[src/mft_ctl_defines.svh]
// offsets, field positions and reset values of the timer control block
`ifndef MFT_CTL_DEFINES_SVH
`define MFT_CTL_DEFINES_SVH
`define MFT_ADDR_MODE 3'h6
`define MFT_ADDR_INTC 3'h7
`define MFT_ADDR_ICLR 3'h0
`define MFT_MODE_RESET 8'h00
`define MFT_INTC_RESET 8'h00
`define MFT_ICLR_READ 8'hFF
`define MFT_BIT_EDGE_A 2
`define MFT_BIT_EDGE_B 3
`define MFT_BIT_EN_A 4
`define MFT_BIT_EN_B 5
`define MFT_BIT_OUT_A 6
`define MFT_BIT_ENABLE 7
`define MFT_PSC_RESET 5'h00
`endif

[src/mft_ctl_pkg.sv]
// types of the timer control block
package mft_ctl_pkg;
   typedef enum logic [3:0] {
      MFT_MODE_PWM = 4'h1,
      MFT_MODE_DUAL_CAP = 4'h2,
      MFT_MODE_DUAL_CNT = 4'h4,
      MFT_MODE_SINGLE_CAP = 4'h8
   } mft_mode_type;
   typedef struct packed {
      logic [2:0] addr;
      logic [7:0] wdata;
      logic wr;
      logic rd;
   } mft_bus_req_type;
   typedef struct packed {
      logic underflow_one;
      logic underflow_two;
      logic reload_a;
      logic reload_b_one;
      logic reload_b_two;
   } mft_events_type;
   typedef struct packed {
      logic preset_one;
      logic preset_two;
      logic capture_a;
      logic capture_b;
      logic count_enable;
      logic clk_run;
   } mft_ctl_out_type;
   typedef struct packed {
      logic [7:0] mode_reg;
      logic [7:0] intc_reg;
      logic [4:0] prescaler;
      logic [7:0] rdata;
      logic [1:0] sync_a;
      logic [1:0] sync_b;
      logic prev_a;
      logic prev_b;
      logic irq_one;
      logic irq_two;
      logic pin_a_o;
      logic pin_a_oe;
      mft_ctl_out_type ctl;
   } mft_state_type;
endpackage

[src/mft_ctl.sv]
// mode and interrupt control of the dual multi-function timer
// Summary of operation
// - two-bit mode field picks one of four modes
// - pin A edge bit: 0 falling, 1 rising
// - pin B edge bit: 0 falling, 1 rising
// - pulse accumulate gated by pin B level
// - mode 1 pin A edge presets counter one
// - other modes: enabled pin A is PWM output
// - pin B edge presets counter one or two
// - output state bit drives pin, software writable
// - software write beats hardware toggle
// - output state bit ignored while pin A input
// - disabled module stops clocks, blocks pending sets
// - disabled: prescaler, pendings cleared, pin A input
// - mode and interrupt registers reset to zero
// - pending set by hardware or software one
// - enable bits gate each interrupt source
// - writing one to clear bit clears pending
// - clear register reads as all ones
// - PWM pin toggles on counter one underflow
// - source A: reload A or pin A capture
// - source D: reload B mode 2, else underflow
//
// Chosen here: the address-and-strobe port and the address map.
`timescale 1ns/100ps
`include "mft_ctl_defines.svh"
module mft_ctl (
   // clock and reset
   input wire logic clk,
   input wire logic rst,
   // register port
   input wire mft_ctl_pkg::mft_bus_req_type bus_req,
   output logic [7:0] bus_rdata,
   // datapath strobes in and control out
   input wire mft_ctl_pkg::mft_events_type events,
   output mft_ctl_pkg::mft_ctl_out_type ctl_out,
   output logic [4:0] prescaler,
   // timer pins
   input wire logic timer_pin_a_i,
   output logic timer_pin_a_o,
   output logic timer_pin_a_oe,
   input wire logic timer_pin_b_i,
   // system interrupt requests
   output logic irq_one,
   output logic irq_two
);
   import mft_ctl_pkg::*;

   mft_state_type state_q;
   mft_state_type state_d;

   // decode of the two-bit mode field into one-hot form
   function automatic mft_mode_type decode_mode(input logic [1:0] f);
      case (f)
         2'h0: decode_mode = MFT_MODE_PWM;
         2'h1: decode_mode = MFT_MODE_DUAL_CAP;
         2'h2: decode_mode = MFT_MODE_DUAL_CNT;
         default: decode_mode = MFT_MODE_SINGLE_CAP;
      endcase
   endfunction

   // selected edge: rising when sel is 1, falling when 0
   function automatic logic edge_hit(input logic prev, input logic now, input logic sel);
      edge_hit = sel ? (!prev && now) : (prev && !now);
   endfunction

   ////////////////////////////////////////////////////////////////////////
   mft_mode_type mode;
   logic enabled;
   logic edge_a;
   logic edge_b;
   logic wr_mode;
   logic wr_intc;
   logic wr_clr;
   logic [3:0] hw_set;
   logic [3:0] pend;

   always_comb begin
      mode = decode_mode(state_q.mode_reg[1:0]);
      enabled = state_q.mode_reg[`MFT_BIT_ENABLE];
      edge_a = edge_hit(state_q.prev_a, state_q.sync_a[1], state_q.mode_reg[`MFT_BIT_EDGE_A]);
      edge_b = edge_hit(state_q.prev_b, state_q.sync_b[1], state_q.mode_reg[`MFT_BIT_EDGE_B]);
      wr_mode = bus_req.wr && (bus_req.addr == `MFT_ADDR_MODE);
      wr_intc = bus_req.wr && (bus_req.addr == `MFT_ADDR_INTC);
      wr_clr = bus_req.wr && (bus_req.addr == `MFT_ADDR_ICLR);
      hw_set = 4'h0;
      case (mode)
         MFT_MODE_PWM: begin
            hw_set[0] = events.reload_a;
            hw_set[1] = events.reload_b_one;
            hw_set[3] = events.underflow_two;
         end
         MFT_MODE_DUAL_CAP: begin
            hw_set[0] = state_q.mode_reg[`MFT_BIT_EN_A] ? edge_a : 1'b0;
            hw_set[1] = edge_b;
            hw_set[2] = events.underflow_one;
            hw_set[3] = events.underflow_two;
         end
         MFT_MODE_DUAL_CNT: begin
            hw_set[0] = events.reload_a;
            hw_set[3] = events.reload_b_two;
         end
         MFT_MODE_SINGLE_CAP: begin
            hw_set[0] = events.reload_a;
            hw_set[1] = edge_b;
            hw_set[3] = events.underflow_two;
         end
         default: hw_set = 4'h0;
      endcase
   end

   ////////////////////////////////////////////////////////////////////////
   always_comb begin
      state_d = state_q;
      state_d.sync_a = {state_q.sync_a[0], timer_pin_a_i};
      state_d.sync_b = {state_q.sync_b[0], timer_pin_b_i};
      state_d.prev_a = state_q.sync_a[1];
      state_d.prev_b = state_q.sync_b[1];
      // register file
      if (wr_mode) begin
         state_d.mode_reg = bus_req.wdata;
      end else if (enabled && (mode != MFT_MODE_DUAL_CAP) && state_q.mode_reg[`MFT_BIT_EN_A]
                   && events.underflow_one) begin
         state_d.mode_reg[`MFT_BIT_OUT_A] = !state_q.mode_reg[`MFT_BIT_OUT_A];
      end
      pend = state_q.intc_reg[3:0];
      if (wr_intc) begin
         state_d.intc_reg[7:4] = bus_req.wdata[7:4];
         if (enabled) begin
            pend = pend | bus_req.wdata[3:0];
         end
      end
      if (wr_clr) begin
         pend = pend & ~bus_req.wdata[3:0];
      end
      pend = pend | hw_set;
      state_d.intc_reg[3:0] = enabled ? pend : 4'h0;
      if (!enabled) begin
         state_d.prescaler = `MFT_PSC_RESET;
      end else begin
         state_d.prescaler = state_q.prescaler + 5'h01;
      end
      // read data one cycle after the strobe
      state_d.rdata = 8'h00;
      if (bus_req.rd) begin
         case (bus_req.addr)
            `MFT_ADDR_MODE: state_d.rdata = state_q.mode_reg;
            `MFT_ADDR_INTC: state_d.rdata = state_q.intc_reg;
            `MFT_ADDR_ICLR: state_d.rdata = `MFT_ICLR_READ;
            default: state_d.rdata = 8'h00;
         endcase
      end
      // pin A: output only when enabled, pin A enabled and outside dual capture mode
      state_d.pin_a_oe = enabled && state_q.mode_reg[`MFT_BIT_EN_A] && (mode != MFT_MODE_DUAL_CAP);
      // the state bit reaches the pin only while it drives
      state_d.pin_a_o = state_d.pin_a_oe ? state_d.mode_reg[`MFT_BIT_OUT_A] : 1'b0;
      // datapath control
      state_d.ctl.clk_run = enabled;
      state_d.ctl.preset_one = enabled && (((mode == MFT_MODE_DUAL_CAP) && state_q.mode_reg[`MFT_BIT_EN_A] && edge_a)
                               || ((mode == MFT_MODE_DUAL_CAP) && state_q.mode_reg[`MFT_BIT_EN_B] && edge_b));
      state_d.ctl.preset_two = enabled && (mode == MFT_MODE_SINGLE_CAP) && state_q.mode_reg[`MFT_BIT_EN_B]
                               && edge_b;
      state_d.ctl.capture_a = enabled && (mode == MFT_MODE_DUAL_CAP) && edge_a;
      state_d.ctl.capture_b = enabled && ((mode == MFT_MODE_DUAL_CAP) || (mode == MFT_MODE_SINGLE_CAP)) && edge_b;
      // pulse accumulate: count while pin B sits at the chosen level
      state_d.ctl.count_enable = (state_q.sync_b[1] == state_q.mode_reg[`MFT_BIT_EDGE_B]);
      state_d.irq_one = |(state_d.intc_reg[2:0] & state_d.intc_reg[6:4]);
      state_d.irq_two = state_d.intc_reg[3] & state_d.intc_reg[7];
      if (rst) begin
         state_d = '0;
         state_d.mode_reg = `MFT_MODE_RESET;
         state_d.intc_reg = `MFT_INTC_RESET;
      end
   end

   always_ff @(posedge clk) begin
      state_q <= state_d;
   end

   assign bus_rdata = state_q.rdata;
   assign ctl_out = state_q.ctl;
   assign prescaler = state_q.prescaler;
   assign timer_pin_a_o = state_q.pin_a_o;
   assign timer_pin_a_oe = state_q.pin_a_oe;
   assign irq_one = state_q.irq_one;
   assign irq_two = state_q.irq_two;
endmodule

[config.mk]
export PLATFORM = sky130hd
export DESIGN_NAME = mft_ctl
export DESIGN_NICKNAME = d
export VERILOG_FILES = /design/src/mft_ctl_pkg.sv /design/src/mft_ctl.sv
export VERILOG_INCLUDE_DIRS = /design/src
export SDC_FILE = /design/constraint.sdc
export NUM_CORES = 1
export LEC_CHECK = 0
export ABC_AREA = 1
export ABC_CLOCK_PERIOD_IN_PS = 1090
export BUFFER_PORTS_ARGS = -buffer_cell sky130_fd_sc_hd__buf_2
export CAP_MARGIN = 5
export CORE_AREA = 2 2 67 69
export CTS_CLUSTER_DIAMETER = 200
export DETAILED_ROUTE_END_ITERATION = 16
export DIE_AREA = 0 0 69 71
export GPL_TIMING_DRIVEN = 1
export PLACE_DENSITY = 0.77
export SETUP_SLACK_MARGIN = 0.02
export SLEW_MARGIN = 20
export SYNTH_ARGS = -nofsm -noshare
export SYNTH_HDL_FRONTEND = slang
export SYNTH_SLANG_ARGS = --single-unit
[constraint.sdc]
create_clock -name clk -period 1.09 [get_ports clk]
set_input_delay 0 -clock clk [delete_from_list [all_inputs] [get_ports clk]]
set_output_delay 0 -clock clk [all_outputs]
set_load 0.01 [all_outputs]
=== Word-level counts from Yosys, hierarchy flattened ===
Cells that the tools add are included.

* Add/sub/neg operators: 1
* Eq/ne operators: 10
* Bitwise logic cells: 9
* Reductions and logical operators: 40
* Mux-type cells: 16

{| class="wikitable"
|+ Operator list
! operator !! number
|-
| $logic_and A1 B1 Y1 || 24
|-
| $pmux W8 S3 || 1
|-
| $mux W4 || 5
|-
| $pmux W4 S3 || 1
|-
| $reduce_or A3 Y1 || 3
|-
| $or A4 B4 Y4 || 2
|-
| $reduce_or A2 Y1 || 4
|-
| $eq A3 B3 Y1 const B || 2
|-
| $mux W1 || 6
|-
| $pmux W1 S2 || 3
|-
| $add A5 B1 Y5 const B || 1
|-
| $logic_not A1 Y1 || 5
|-
| $and A4 B4 Y4 || 1
|-
| $eq A4 B1 Y1 const B || 1
|-
| $eq A4 B2 Y1 const B || 1
|-
| $eq A4 B3 Y1 const B || 1
|-
| $eq A4 B4 Y1 const B || 1
|-
| $ne A4 B2 Y1 const B || 1
|-
| $not A4 Y4 || 1
|-
| $and A3 B3 Y3 || 1
|-
| $logic_not A3 Y1 || 1
|-
| $not A1 Y1 || 3
|-
| $eq A2 B1 Y1 const B || 1
|-
| $eq A2 B2 Y1 const B || 1
|-
| 4 further kinds || 5
|}

* Input port bits: 22
* Flip-flop bits (word level): 45
* Output and inout port bits: 23

=== Longest topological paths before layout ===
Gate-level depths: netlist of run 1.

* Depth in word-level cells: 9
* Depth in mapped cells: 9
* Mapped depth without buffers: 9

=== Worst setup path before layout of run 1 ===
Ideal clock, no wire load.

* Path type: reg-to-reg
* From: register state_q[38] in the netlist's numbering
* To: register state_q (netlist bit timer_pin_a_o)
* Cell stages (with the launch flop): 8
* Path buffers: 0
* Required time: 1026 ps
* Arrival: 1054 ps
* Path slack: -28 ps
* Path through: dfxtp_1 inv_1 nand2_1 nand4_1 or2_2 nand3_1 nand2_1 nor2_1

* Longest elaborated chain between the ends: 8
* Elaborated cells between the ends (all ways): 13
* Classes of those cells: eq/ne (3); mux (3); bitwise (1); reduce/logical (6)

{| class="wikitable"
|+ Ends and longest elaborated chain
! element !! line !! text
|-
| start, declared || mft_ctl.sv:49 || <nowiki>mft_state_type state_q;</nowiki>
|-
| start signal, assigned || mft_ctl.sv:177 || <nowiki>state_q <= state_d;</nowiki>
|-
| $eq A2 B2 Y1 (tied with other cells) || mft_ctl.sv:54 || <nowiki>case (f)</nowiki>
|-
| $pmux W4 S3 (*) || mft_ctl.sv:54 ||
|-
| $ne A4 B2 Y1 (*) || mft_ctl.sv:122, mft_ctl.sv:154 ||
|-
| $logic_and A1 B1 Y1 (3 in a row) || mft_ctl.sv:122 || <nowiki>end else if (enabled && (mode != MFT_MODE_DUAL_CAP) && state_q.mode_reg[`MFT_BIT_EN_A]</nowiki>
|-
| $mux W1 || mft_ctl.sv:122 ||
|-
| $mux W1 || mft_ctl.sv:120 || <nowiki>if (wr_mode) begin</nowiki>
|}

Every way passes the cells marked *; elsewhere a longest branch is shown, timed or not.
A chain may end at the register's enable or synchronous reset.

=== Worst setup path in the final report of run 1 ===
Ends and elaborated chain as after synthesis.

==> results of run 1 <==
per-layer routing:
metal	global-route usage	vias to the layer above	part of all wire
met1	0.212	746	0.45
met4	0.0566	0	0.017
met2	0.302	48	0.48
met3	0.0513	7	0.057
met5	0	-	0
li1	-	885	-
how the worst max path moves through the flow:
stage,startpoint,endpoint,cells after the start
3_5_place_dp,state_q[38],timer_pin_a_o,7
2_1_floorplan,state_q[38],timer_pin_a_o,7
4_1_cts,state_q[38],timer_pin_a_o,7
3_3_place_gp,state_q[38],timer_pin_a_o,7
5_1_grt,state_q[38],timer_pin_a_o,7
6_report,state_q[38],timer_pin_a_o,7
logic make-up after synthesis:
logic type               count (synthesis)  synth area share
buffers and inverters                   66             0.167
flip-flops                              45             0.461
AO/OA/AOI/OAI                           36             0.107
adder cells (fa/ha/maj)                  1           0.00640
XOR/XNOR                                 2           0.00896
AND/OR/NAND/NOR                        106             0.250
layout by cell type, fill, tap and decap left out, types with 4 or more instances in the layout:
cell type	count
dfxtp_2	6
nand2_1	49
dlygate4sd3_1	5
inv_1	41
o221ai_1	4
nor2_1	21
clkbuf_8	5
buf_4	15
dfxtp_1	39
nand3_1	17
a21oi_1	17
o21ai_0	6
buf_2	44
cell type report:
cell class                 instances  area, um2
sequential                        45        908
fill                             419       1840
clock buffer                       6       72.6
clock inverter                     2       15.0
multi-input combinational        145        753
tap                               52       65.1
inverter                          45        169
timing repair buffer              64        383
worst reg2reg max path: cells and delay by family (launching register included):
family	cells	cell delay (ns)
simple gates	6	0.65
flops	1	0.34
buf+inv	1	0.05
registers in the layout (all words and copies together), names as in the netlist:
name / flops
irq_two: 1
irq_one: 1
timer_pin_a_oe: 1
ctl_out: 6
bus_rdata: 8
enabled: 1
prescaler: 5
state_q: 21
timer_pin_a_o: 1
power breakdown:
part           internal [W]  leakage [nW]  total (W)  switching [W]
Combinational      0.000120         0.773   0.000289       0.000169
Clock              0.000452        0.0374    0.00103       0.000573
Sequential          0.00168         0.368    0.00170      0.0000179
Total               0.00225          1.18    0.00301       0.000761
metrics by stage:
step | hold WS, ns | setup WS (ns)
3_3_place_gp | 0.205 | -0.00926
5_1_grt | 0.0195 | -0.0842
6_report | 0.0189 | -0.0120
4_1_cts | 0.00841 | 0.0103
3_5_place_dp | 0.209 | -0.0306
2_1_floorplan | 0.0691 | 0.0274
repair_timing:
item | in CTS | in global routing
gates resized for setup | 6 | 8
hold endpoints to repair | 7 | 0
setup buffers | 0 | 1
setup endpoints to repair | 3 | 13
pin swaps | 0 | 2
hold buffers | 5 | 0
==> impl_metrics.py, run 1 <==
metrics = {
    "status": {
        "run_status": "complete, but fails checks",
        "violations": "setup timing",
    },
    "setup_path": {
        "slowest_stage": "dfxtp_2",
        "cp_top_family": "simple AND/OR/NAND/NOR gates",
        "worstPathCellList": "inv_2 > nand2_4 > nand4_1 > or2_4 > nand3_2 > nand2_2 > nor2_2",
        "r2r_end": "timer_pin_a_o",
        "critPathKind": "reg2reg",
        "worstPathRequired_ns": 1.33,
        "r2r_cells": 7,
        "worst-path-buf-inv": 1,
        "arrival_ns": 1.34,
        "startpoint_type": "register",
        "crit_fanout": 4,
        "slowest_delay_ns": 0.34,
        "reg2reg_from": "state_q[38]",
        "rrSetupSlack_ns": -0.01,
        "endpoint_kind": "register",
    },
    "yosys": {
        "avgSynthCellArea_um2": 7.63,
        "netlist_area_um2": 1950,
        "yosysWarnings": 0,
        "synth_cell_type_count": 29,
        "synth_seq_area_share": 0.461,
        "synth.ff_latch_count": 45,
        "synth_top_cell_area_share": 0.461,
        "synth_most_common_cell": "nand2_1",
        "synthCells": 256,
        "synthTopCellsByArea": "dfxtp_1 46%, nand2_1 10%, inv_1 8.3%",
        "yosysTopAreaCell": "dfxtp_1",
        "synthFlopType": "dfxtp_1",
        "synthArstFlopShare": 0,
        "syn_nets": 279,
        "synth_edf_count": 0,
        "yosys-top-cells-count": "52 x nand2_1, 45 x dfxtp_1, 43 x inv_1, 22 x nor2_1, 19 x buf_4",
    },
    "cts": {
        "root_buffer": "clkbuf_8",
        "cts.reportedPaths.clkPinSlew_ns": 0.09,
        "numCtsBuffers": 5,
        "cts_num_sinks": 45,
        "ctsHtreeMaxLevel": 2,
        "insertion_delay_ns": 0.30,
        "cts_max_path_buffers": 2,
        "tritoncts": "built",
    },
    "routing": {
        "drtIter0Drc": 126,
        "finalWirelength_um": 4130,
        "vias_per_cell": 4.70,
        "drtAntennaViolNets": 0,
        "drt_pass1_iterations": 4,
        "drc": 0,
        "drt-wirelength-per-cell_um": 11.5,
        "vias": 1686,
    },
    "timing": {
        "setup-violations-final": 1,
        "max_freq_mhz": 907,
        "drv_slew": 0,
        "tightest_slew_ns": 0.304,
        "grt_setup_unrepaired": "true",
        "setup_slack_ns": -0.0120,
        "period_share": 1.01,
        "fin_skew_ns": 0.00746,
        "relSlewSlack": 0.797,
        "min_period_ns": 1.10,
        "hold_violations": 0,
        "tns_ns": -0.0120,
    },
    "grt": {
        "grt_pass1_wl_um": 6970,
        "grt_pass1_vias": 1579,
        "antenna_found_initial": 0,
        "globalRouteOverflowTotal": 0,
        "grt_max_degree": 16,
        "track_usage": 0.176,
    },
    "placement": {
        "globalplace.congestion": 0.872,
        "hpwl_um": 3120,
        "dp.cells": 345,
        "numPortBuffers": 44,
        "placed_area_um2": 2190,
    },
    "power": {
        "peakVddDrop_mv": 0.853,
        "p_total_w": 0.00301,
        "p_leak_nw": 1.18,
        "power_density_nw_per_um2": 1270,
    },
    "floorplanning": {
        "die_h_um": 71,
        "start_util": 0.465,
        "dieWidth_um": 69,
        "ios": 45,
        "core-area_um2": 4200,
        "design.die.area_um2": 4900,
        "row_count": 24,
    },
    "min_path": {
        "min_to": "enabled",
        "hold_path_class": "in2reg",
        "whs_path_depth": 3,
        "min_from": "bus_req[9]",
    },
    "run": {
        "cap_violations": 0,
    },
    "finish": {
        "nets": 329,
        "layoutNonFillerInstCount": 359,
        "finalInstanceArea_um2": 2370,
        "area_growth_pct": 21.1,
        "antenna_cells": 0,
        "drive_above_1_share": 0.300,
        "fin_util": 0.563,
    },
}
(Power assumes the default switching activity.)
==> run 2: changes to the inputs <==
Settings changed: HOLD_SLACK_MARGIN set to 0.12.
==> run 2 against run 1 <==
The run still ends with setup timing left. Via count increased by 2.3%. Die area unchanged. Final cell count up 3.3%. Critical path type unchanged.
==> impl_metrics.py, run 2 (synthesis results as in run 1) <==
metrics = {
    "placement": {
        "numPortBuffers": 44,
        "hpwl_um": 3120,
        "globalplace.congestion": 0.872,
    },
    "min_path": {
        "min_from": "bus_req[10]",
        "whs_path_depth": 5,
        "hold_path_class": "in2reg",
        "min_to": "state_q[34]",
    },
    "setup_path": {
        "worst-path-buf-inv": 1,
        "crit_fanout": 4,
        "worstPathRequired_ns": 1.33,
        "worstPathCellList": "inv_2 > nand2_4 > nand4_1 > or2_4 > nand3_2 > nand2_2 > nor2_2",
        "reg2reg_from": "state_q[38]",
        "rrSetupSlack_ns": -0.01,
        "slowest_stage": "dfxtp_2",
        "arrival_ns": 1.34,
        "r2r_cells": 7,
        "cp_top_family": "simple AND/OR/NAND/NOR gates",
        "startpoint_type": "register",
        "endpoint_kind": "register",
        "r2r_end": "timer_pin_a_o",
        "critPathKind": "reg2reg",
        "slowest_delay_ns": 0.34,
    },
    "status": {
        "run_status": "complete, but fails checks",
        "violations": "setup timing",
    },
    "power": {
        "power_density_nw_per_um2": 1220,
        "p_leak_nw": 1.23,
        "power.net_switching_w": 0.000770,
        "p_clk_frac": 0.337,
        "swShare": 0.253,
        "power.internal_w": 0.00228,
        "pwr-share-seq": 0.557,
        "peakVddDrop_mv": 0.848,
        "p_comb_frac": 0.106,
    },
    "cts": {
        "root_buffer": "clkbuf_8",
        "numCtsBuffers": 5,
        "ctsHtreeMaxLevel": 2,
        "cts_max_path_buffers": 2,
        "tritoncts": "built",
        "cts.reportedPaths.clkPinSlew_ns": 0.09,
        "cts_num_sinks": 45,
        "insertion_delay_ns": 0.30,
    },
    "finish": {
        "nets": 341,
        "ff_latch_area_um2": 908,
        "fin_util": 0.593,
        "largest-register": "state_q",
        "fill_cells": 404,
        "largest_register_ffs": 21,
        "drive_above_1_share": 0.292,
        "area_growth_pct": 27.5,
        "multiInputGateArea_um2": 758,
        "final_cell_mix": "49 x nand2_1, 44 x buf_2, 41 x inv_1",
        "antenna_cells": 0,
        "final_common_cell": "nand2_1",
    },
    "routing": {
        "finalWirelength_um": 4260,
        "drt_pass1_iterations": 4,
        "drt-wirelength-per-cell_um": 11.5,
        "drc": 0,
        "drtIter0Drc": 120,
        "vias": 1724,
        "drtAntennaViolNets": 0,
        "vias_per_cell": 4.65,
    },
    "timing": {
        "setup_slack_ns": -0.00952,
        "setup-violations-final": 1,
        "hold_violations": 0,
        "period_share": 1.01,
        "drv_slew": 0,
        "grt_setup_unrepaired": "true",
        "tightest_slew_ns": 0.387,
        "max_freq_mhz": 909,
        "fin_skew_ns": 0.00710,
        "tns_ns": -0.00952,
        "min_period_ns": 1.10,
        "relSlewSlack": 0.741,
    },
    "floorplanning": {
        "design.die.area_um2": 4900,
        "die_h_um": 71,
        "row_count": 24,
        "dieWidth_um": 69,
        "ios": 45,
        "start_util": 0.465,
        "core-area_um2": 4200,
    },
    "grt": {
        "globalRouteOverflowTotal": 0,
        "grt_pass1_wl_um": 7220,
        "grt_max_degree": 15,
        "track_usage": 0.182,
        "grt_pass1_vias": 1641,
        "antenna_found_initial": 0,
    },
    "run": {
        "cap_violations": 0,
    },
}
[run 2: cell types whose count changed in the layout (fill, tap and decap cells not counted), sizes merged]
cell	previous run	this run
dlygate4sd3	5	17
[run 2: final cells by class]
class | count | area share
tap | 52 | 0.0261
inverter | 45 | 0.0678
multi-input combinational | 145 | 0.304
timing repair buffer | 76 | 0.202
clock inverter | 2 | 0.00603
sequential | 45 | 0.365
clock buffer | 6 | 0.0291
[run 2: worst max-delay path by stage]
stage,start,slack (ns),to,cells past startpoint
floorplan,state_q[38],0.03,timer_pin_a_o,7
global placement,state_q[38],-0.009,timer_pin_a_o,7
detailed placement,state_q[38],-0.03,timer_pin_a_o,7
CTS,state_q[38],0.01,timer_pin_a_o,7
global route,state_q[38],-0.08,timer_pin_a_o,7
finish,state_q[38],-0.01,timer_pin_a_o,7
[run 2: repair_timing]
action,4_1_cts,5_1_grt
endpoints found under the hold margin,27,1
setup endpoints to repair,3,14
setup buffers,0,1
gates resized for setup,6,9
hold buffers,16,2
pin swaps,0,2
[run 2: tightest hold or removal path, cell delays in order]
cell	delay, ns
buf_2	0.13
nand3_4	0.08
nor2_4	0.06
nand2_1	0.07
a21oi_1	0.05
[run 2: per-layer routing]
layer  track usage  part of all wire  vias to the layer above
met2         0.318              0.48                       45
li1              -                 -                      910
met5             0                 0                        -
met1         0.219              0.45                      762
met3        0.0470             0.057                        7
met4        0.0566             0.016                        0
[run 2: stage by stage]
stage                     hold WS, ns  area [um2]  power, W  instances  setup slack (ns)
after global placement          0.205        2190   0.00200        345          -0.00926
after CTS                      0.0932        2450   0.00306        369            0.0104
after global routing            0.158        2490   0.00318        371           -0.0842
final                           0.137        2490   0.00305        371          -0.00952
after detailed placement        0.209        2190   0.00200        345           -0.0306
after floorplan                0.0691        1960   0.00188        256            0.0274
[run 2: power groups by stage]
| stage | clock (W) | combinational [W] | sequential, W |
|---|---|---|---|
| CTS | 0.00105 | 0.000315 | 0.00170 |
| global route | 0.00112 | 0.000360 | 0.00170 |
| floorplan | 0 | 0.000154 | 0.00173 |
| finish | 0.00103 | 0.000324 | 0.00170 |
| global placement | 0 | 0.000264 | 0.00173 |
| detailed placement | 0 | 0.000267 | 0.00173 |
==> run 3: changes to the inputs <==
Settings changed: CORE_AREA 2 2 67 69 to 2 2 86 55, DIE_AREA 0 0 69 71 to 0 0 88 57, PLACE_DENSITY 0.77 to 0.76.
==> run 3 against run 2 <==
The run still ends with setup timing left. Sequential power barely moved. Count of clock-buffer cells in the layout increased by 1. Clock power increased by 9.7%. Die area rose by 2.4%.
==> impl_metrics.py, run 3 (synthesis results as in run 1) <==
metrics = {
    "status": {
        "run_status": "complete, but fails checks",
        "violations": "setup timing",
    },
    "floorplanning": {
        "dieWidth_um": 88,
        "row_count": 19,
        "ios": 45,
        "die_h_um": 57,
        "start_util": 0.454,
        "design.die.area_um2": 5020,
        "core-area_um2": 4300,
    },
    "timing": {
        "setup-violations-final": 1,
        "grt_setup_unrepaired": "true",
        "relSlewSlack": 0.826,
        "hold_violations": 0,
        "max_freq_mhz": 914,
        "period_share": 1.00,
        "drv_slew": 0,
        "timing.hold.ws_ns": 0.127,
        "fin_skew_ns": 0.00137,
        "min_period_ns": 1.09,
        "setup_slack_ns": -0.00409,
        "tightest_slew_ns": 0.260,
    },
    "cts": {
        "numCtsBuffers": 5,
        "cts.reportedPaths.clkPinSlew_ns": 0.08,
        "cts_max_path_buffers": 2,
        "insertion_delay_ns": 0.30,
        "root_buffer": "clkbuf_8",
        "cts_num_sinks": 45,
        "ctsHtreeMaxLevel": 2,
        "tritoncts": "built",
    },
    "power": {
        "p_leak_nw": 1.26,
        "p_total_w": 0.00318,
        "power_density_nw_per_um2": 1230,
        "peakVddDrop_mv": 0.899,
    },
    "routing": {
        "met3_length_um": 455,
        "drtIter0Drc": 177,
        "vias": 1800,
        "drt_pass1_iterations": 4,
        "wl_met1_um": 2250,
        "vias_per_cell": 4.68,
        "finalWirelength_um": 4750,
        "drtAntennaViolNets": 0,
        "wl_met2_um": 2000,
        "drt-wirelength-per-cell_um": 12.3,
        "drc": 0,
        "dr.max_layer_used": "met4",
    },
    "finish": {
        "drive_above_1_share": 0.332,
        "nets": 344,
        "fill_cells": 394,
        "largest-register": "state_q",
        "final_common_cell": "nand2_1",
        "area_growth_pct": 32.3,
        "largest_register_ffs": 21,
        "antenna_cells": 0,
        "final_cell_mix": "47 x nand2_1, 44 x buf_2, 39 x inv_1, 39 x dfxtp_1, 20 x nor2_1",
    },
    "setup_path": {
        "worst-path-buf-inv": 2,
        "endpoint_kind": "register",
        "slowest_delay_ns": 0.34,
        "worstPathRequired_ns": 1.29,
        "worstPathCellList": "inv_2 > nand2_4 > nand4_1 > buf_4 > nand2_2 > nand3_2 > nand2_2 > nor2_1",
        "cp_top_family": "simple AND/OR/NAND/NOR gates",
        "arrival_ns": 1.30,
        "cp_common_cell": "nand2_2",
        "startpoint_type": "register",
        "crit_fanout": 4,
        "critPathKind": "reg2reg",
        "slowest_stage": "dfxtp_2",
    },
    "min_path": {
        "hold_path_class": "in2reg",
    },
    "grt": {
        "grt_pass1_vias": 1570,
        "antenna_found_initial": 0,
        "track_usage": 0.198,
        "grt_max_degree": 15,
        "globalRouteOverflowTotal": 0,
        "grt_pass1_wl_um": 7460,
    },
    "placement": {
        "numPortBuffers": 44,
        "globalplace.congestion": 0.913,
        "hpwl_um": 3480,
    },
    "run": {
        "cap_violations": 0,
    },
}
## run 3: cell count changes in the layout (fill, tap and decap cells not counted), sizes merged
cell / previous run / this run
clkbuf: 6 / 7
buf: 59 / 62
inv: 44 / 45
clkinvlp: 2 / 0
## run 3: final timing paths
kind	startpoint	to	slack, ns	depth (start not counted)
setup / recovery	state_q[38]	timer_pin_a_o	-0.004	8
hold / removal	events[0]	state_q[32]	0.13	5
setup reg to reg	state_q[38]	timer_pin_a_o	-0.004	8
hold reg to reg	state_q[12]	state_q[13]	0.40	2
## run 3: repair_timing
item	4_1_cts	5_1_grt
pin swaps	4	4
setup buffers	1	0
hold endpoints to repair	22	1
hold buffers	17	1
endpoints found under the setup margin	5	14
resized for setup	10	17
## run 3: worst min-delay path: cells and delay by family
family	cells	cell delay (ns)
AND/OR/NAND/NOR	3	0.26
buffers and inverters	1	0.08
AO/OA/AOI/OAI	1	0.06
## run 3: cell type report
class	instances	area, um2	share of cell area
multi-input cells	145	791	0.306
repair buffers	79	538	0.208
inverters	45	169	0.0653
clock inverters	1	5.00	0.00194
well taps	63	78.8	0.0305
flip-flops and latches	45	908	0.351
clock buffers	7	96.3	0.0373
## run 3: layer usage
metal	vias up	GRT usage
met5	-	0
li1	911	-
met4	0	0.0462
met2	80	0.278
met3	5	0.0709
met1	804	0.291
## run 3: through the flow
| step | util | instances | setup slack (ns) | TNS [ns] | instance area, um2 |
|---|---|---|---|---|---|
| after CTS | 0.590 | 385 | 0.0234 | 0 | 2540 |
| after detailed placement | 0.520 | 359 | -0.0654 | -0.102 | 2240 |
| after global placement | 0.520 | 359 | -0.0110 | -0.0110 | 2240 |
| after global routing | 0.601 | 385 | -0.0773 | -0.186 | 2590 |
| after floorplan | - | 256 | 0.0274 | 0 | 1960 |
| final | 0.601 | 385 | -0.00409 | -0.00409 | 2590 |
## run 3: where the power goes
| part | leakage [nW] | switching (W) | internal, W | total (W) |
|---|---|---|---|---|
| sequential | 0.368 | 0.0000203 | 0.00168 | 0.00170 |
| combinational | 0.842 | 0.000191 | 0.000161 | 0.000352 |
| clock | 0.0542 | 0.000556 | 0.000573 | 0.00113 |
| total | 1.26 | 0.000767 | 0.00241 | 0.00318 |
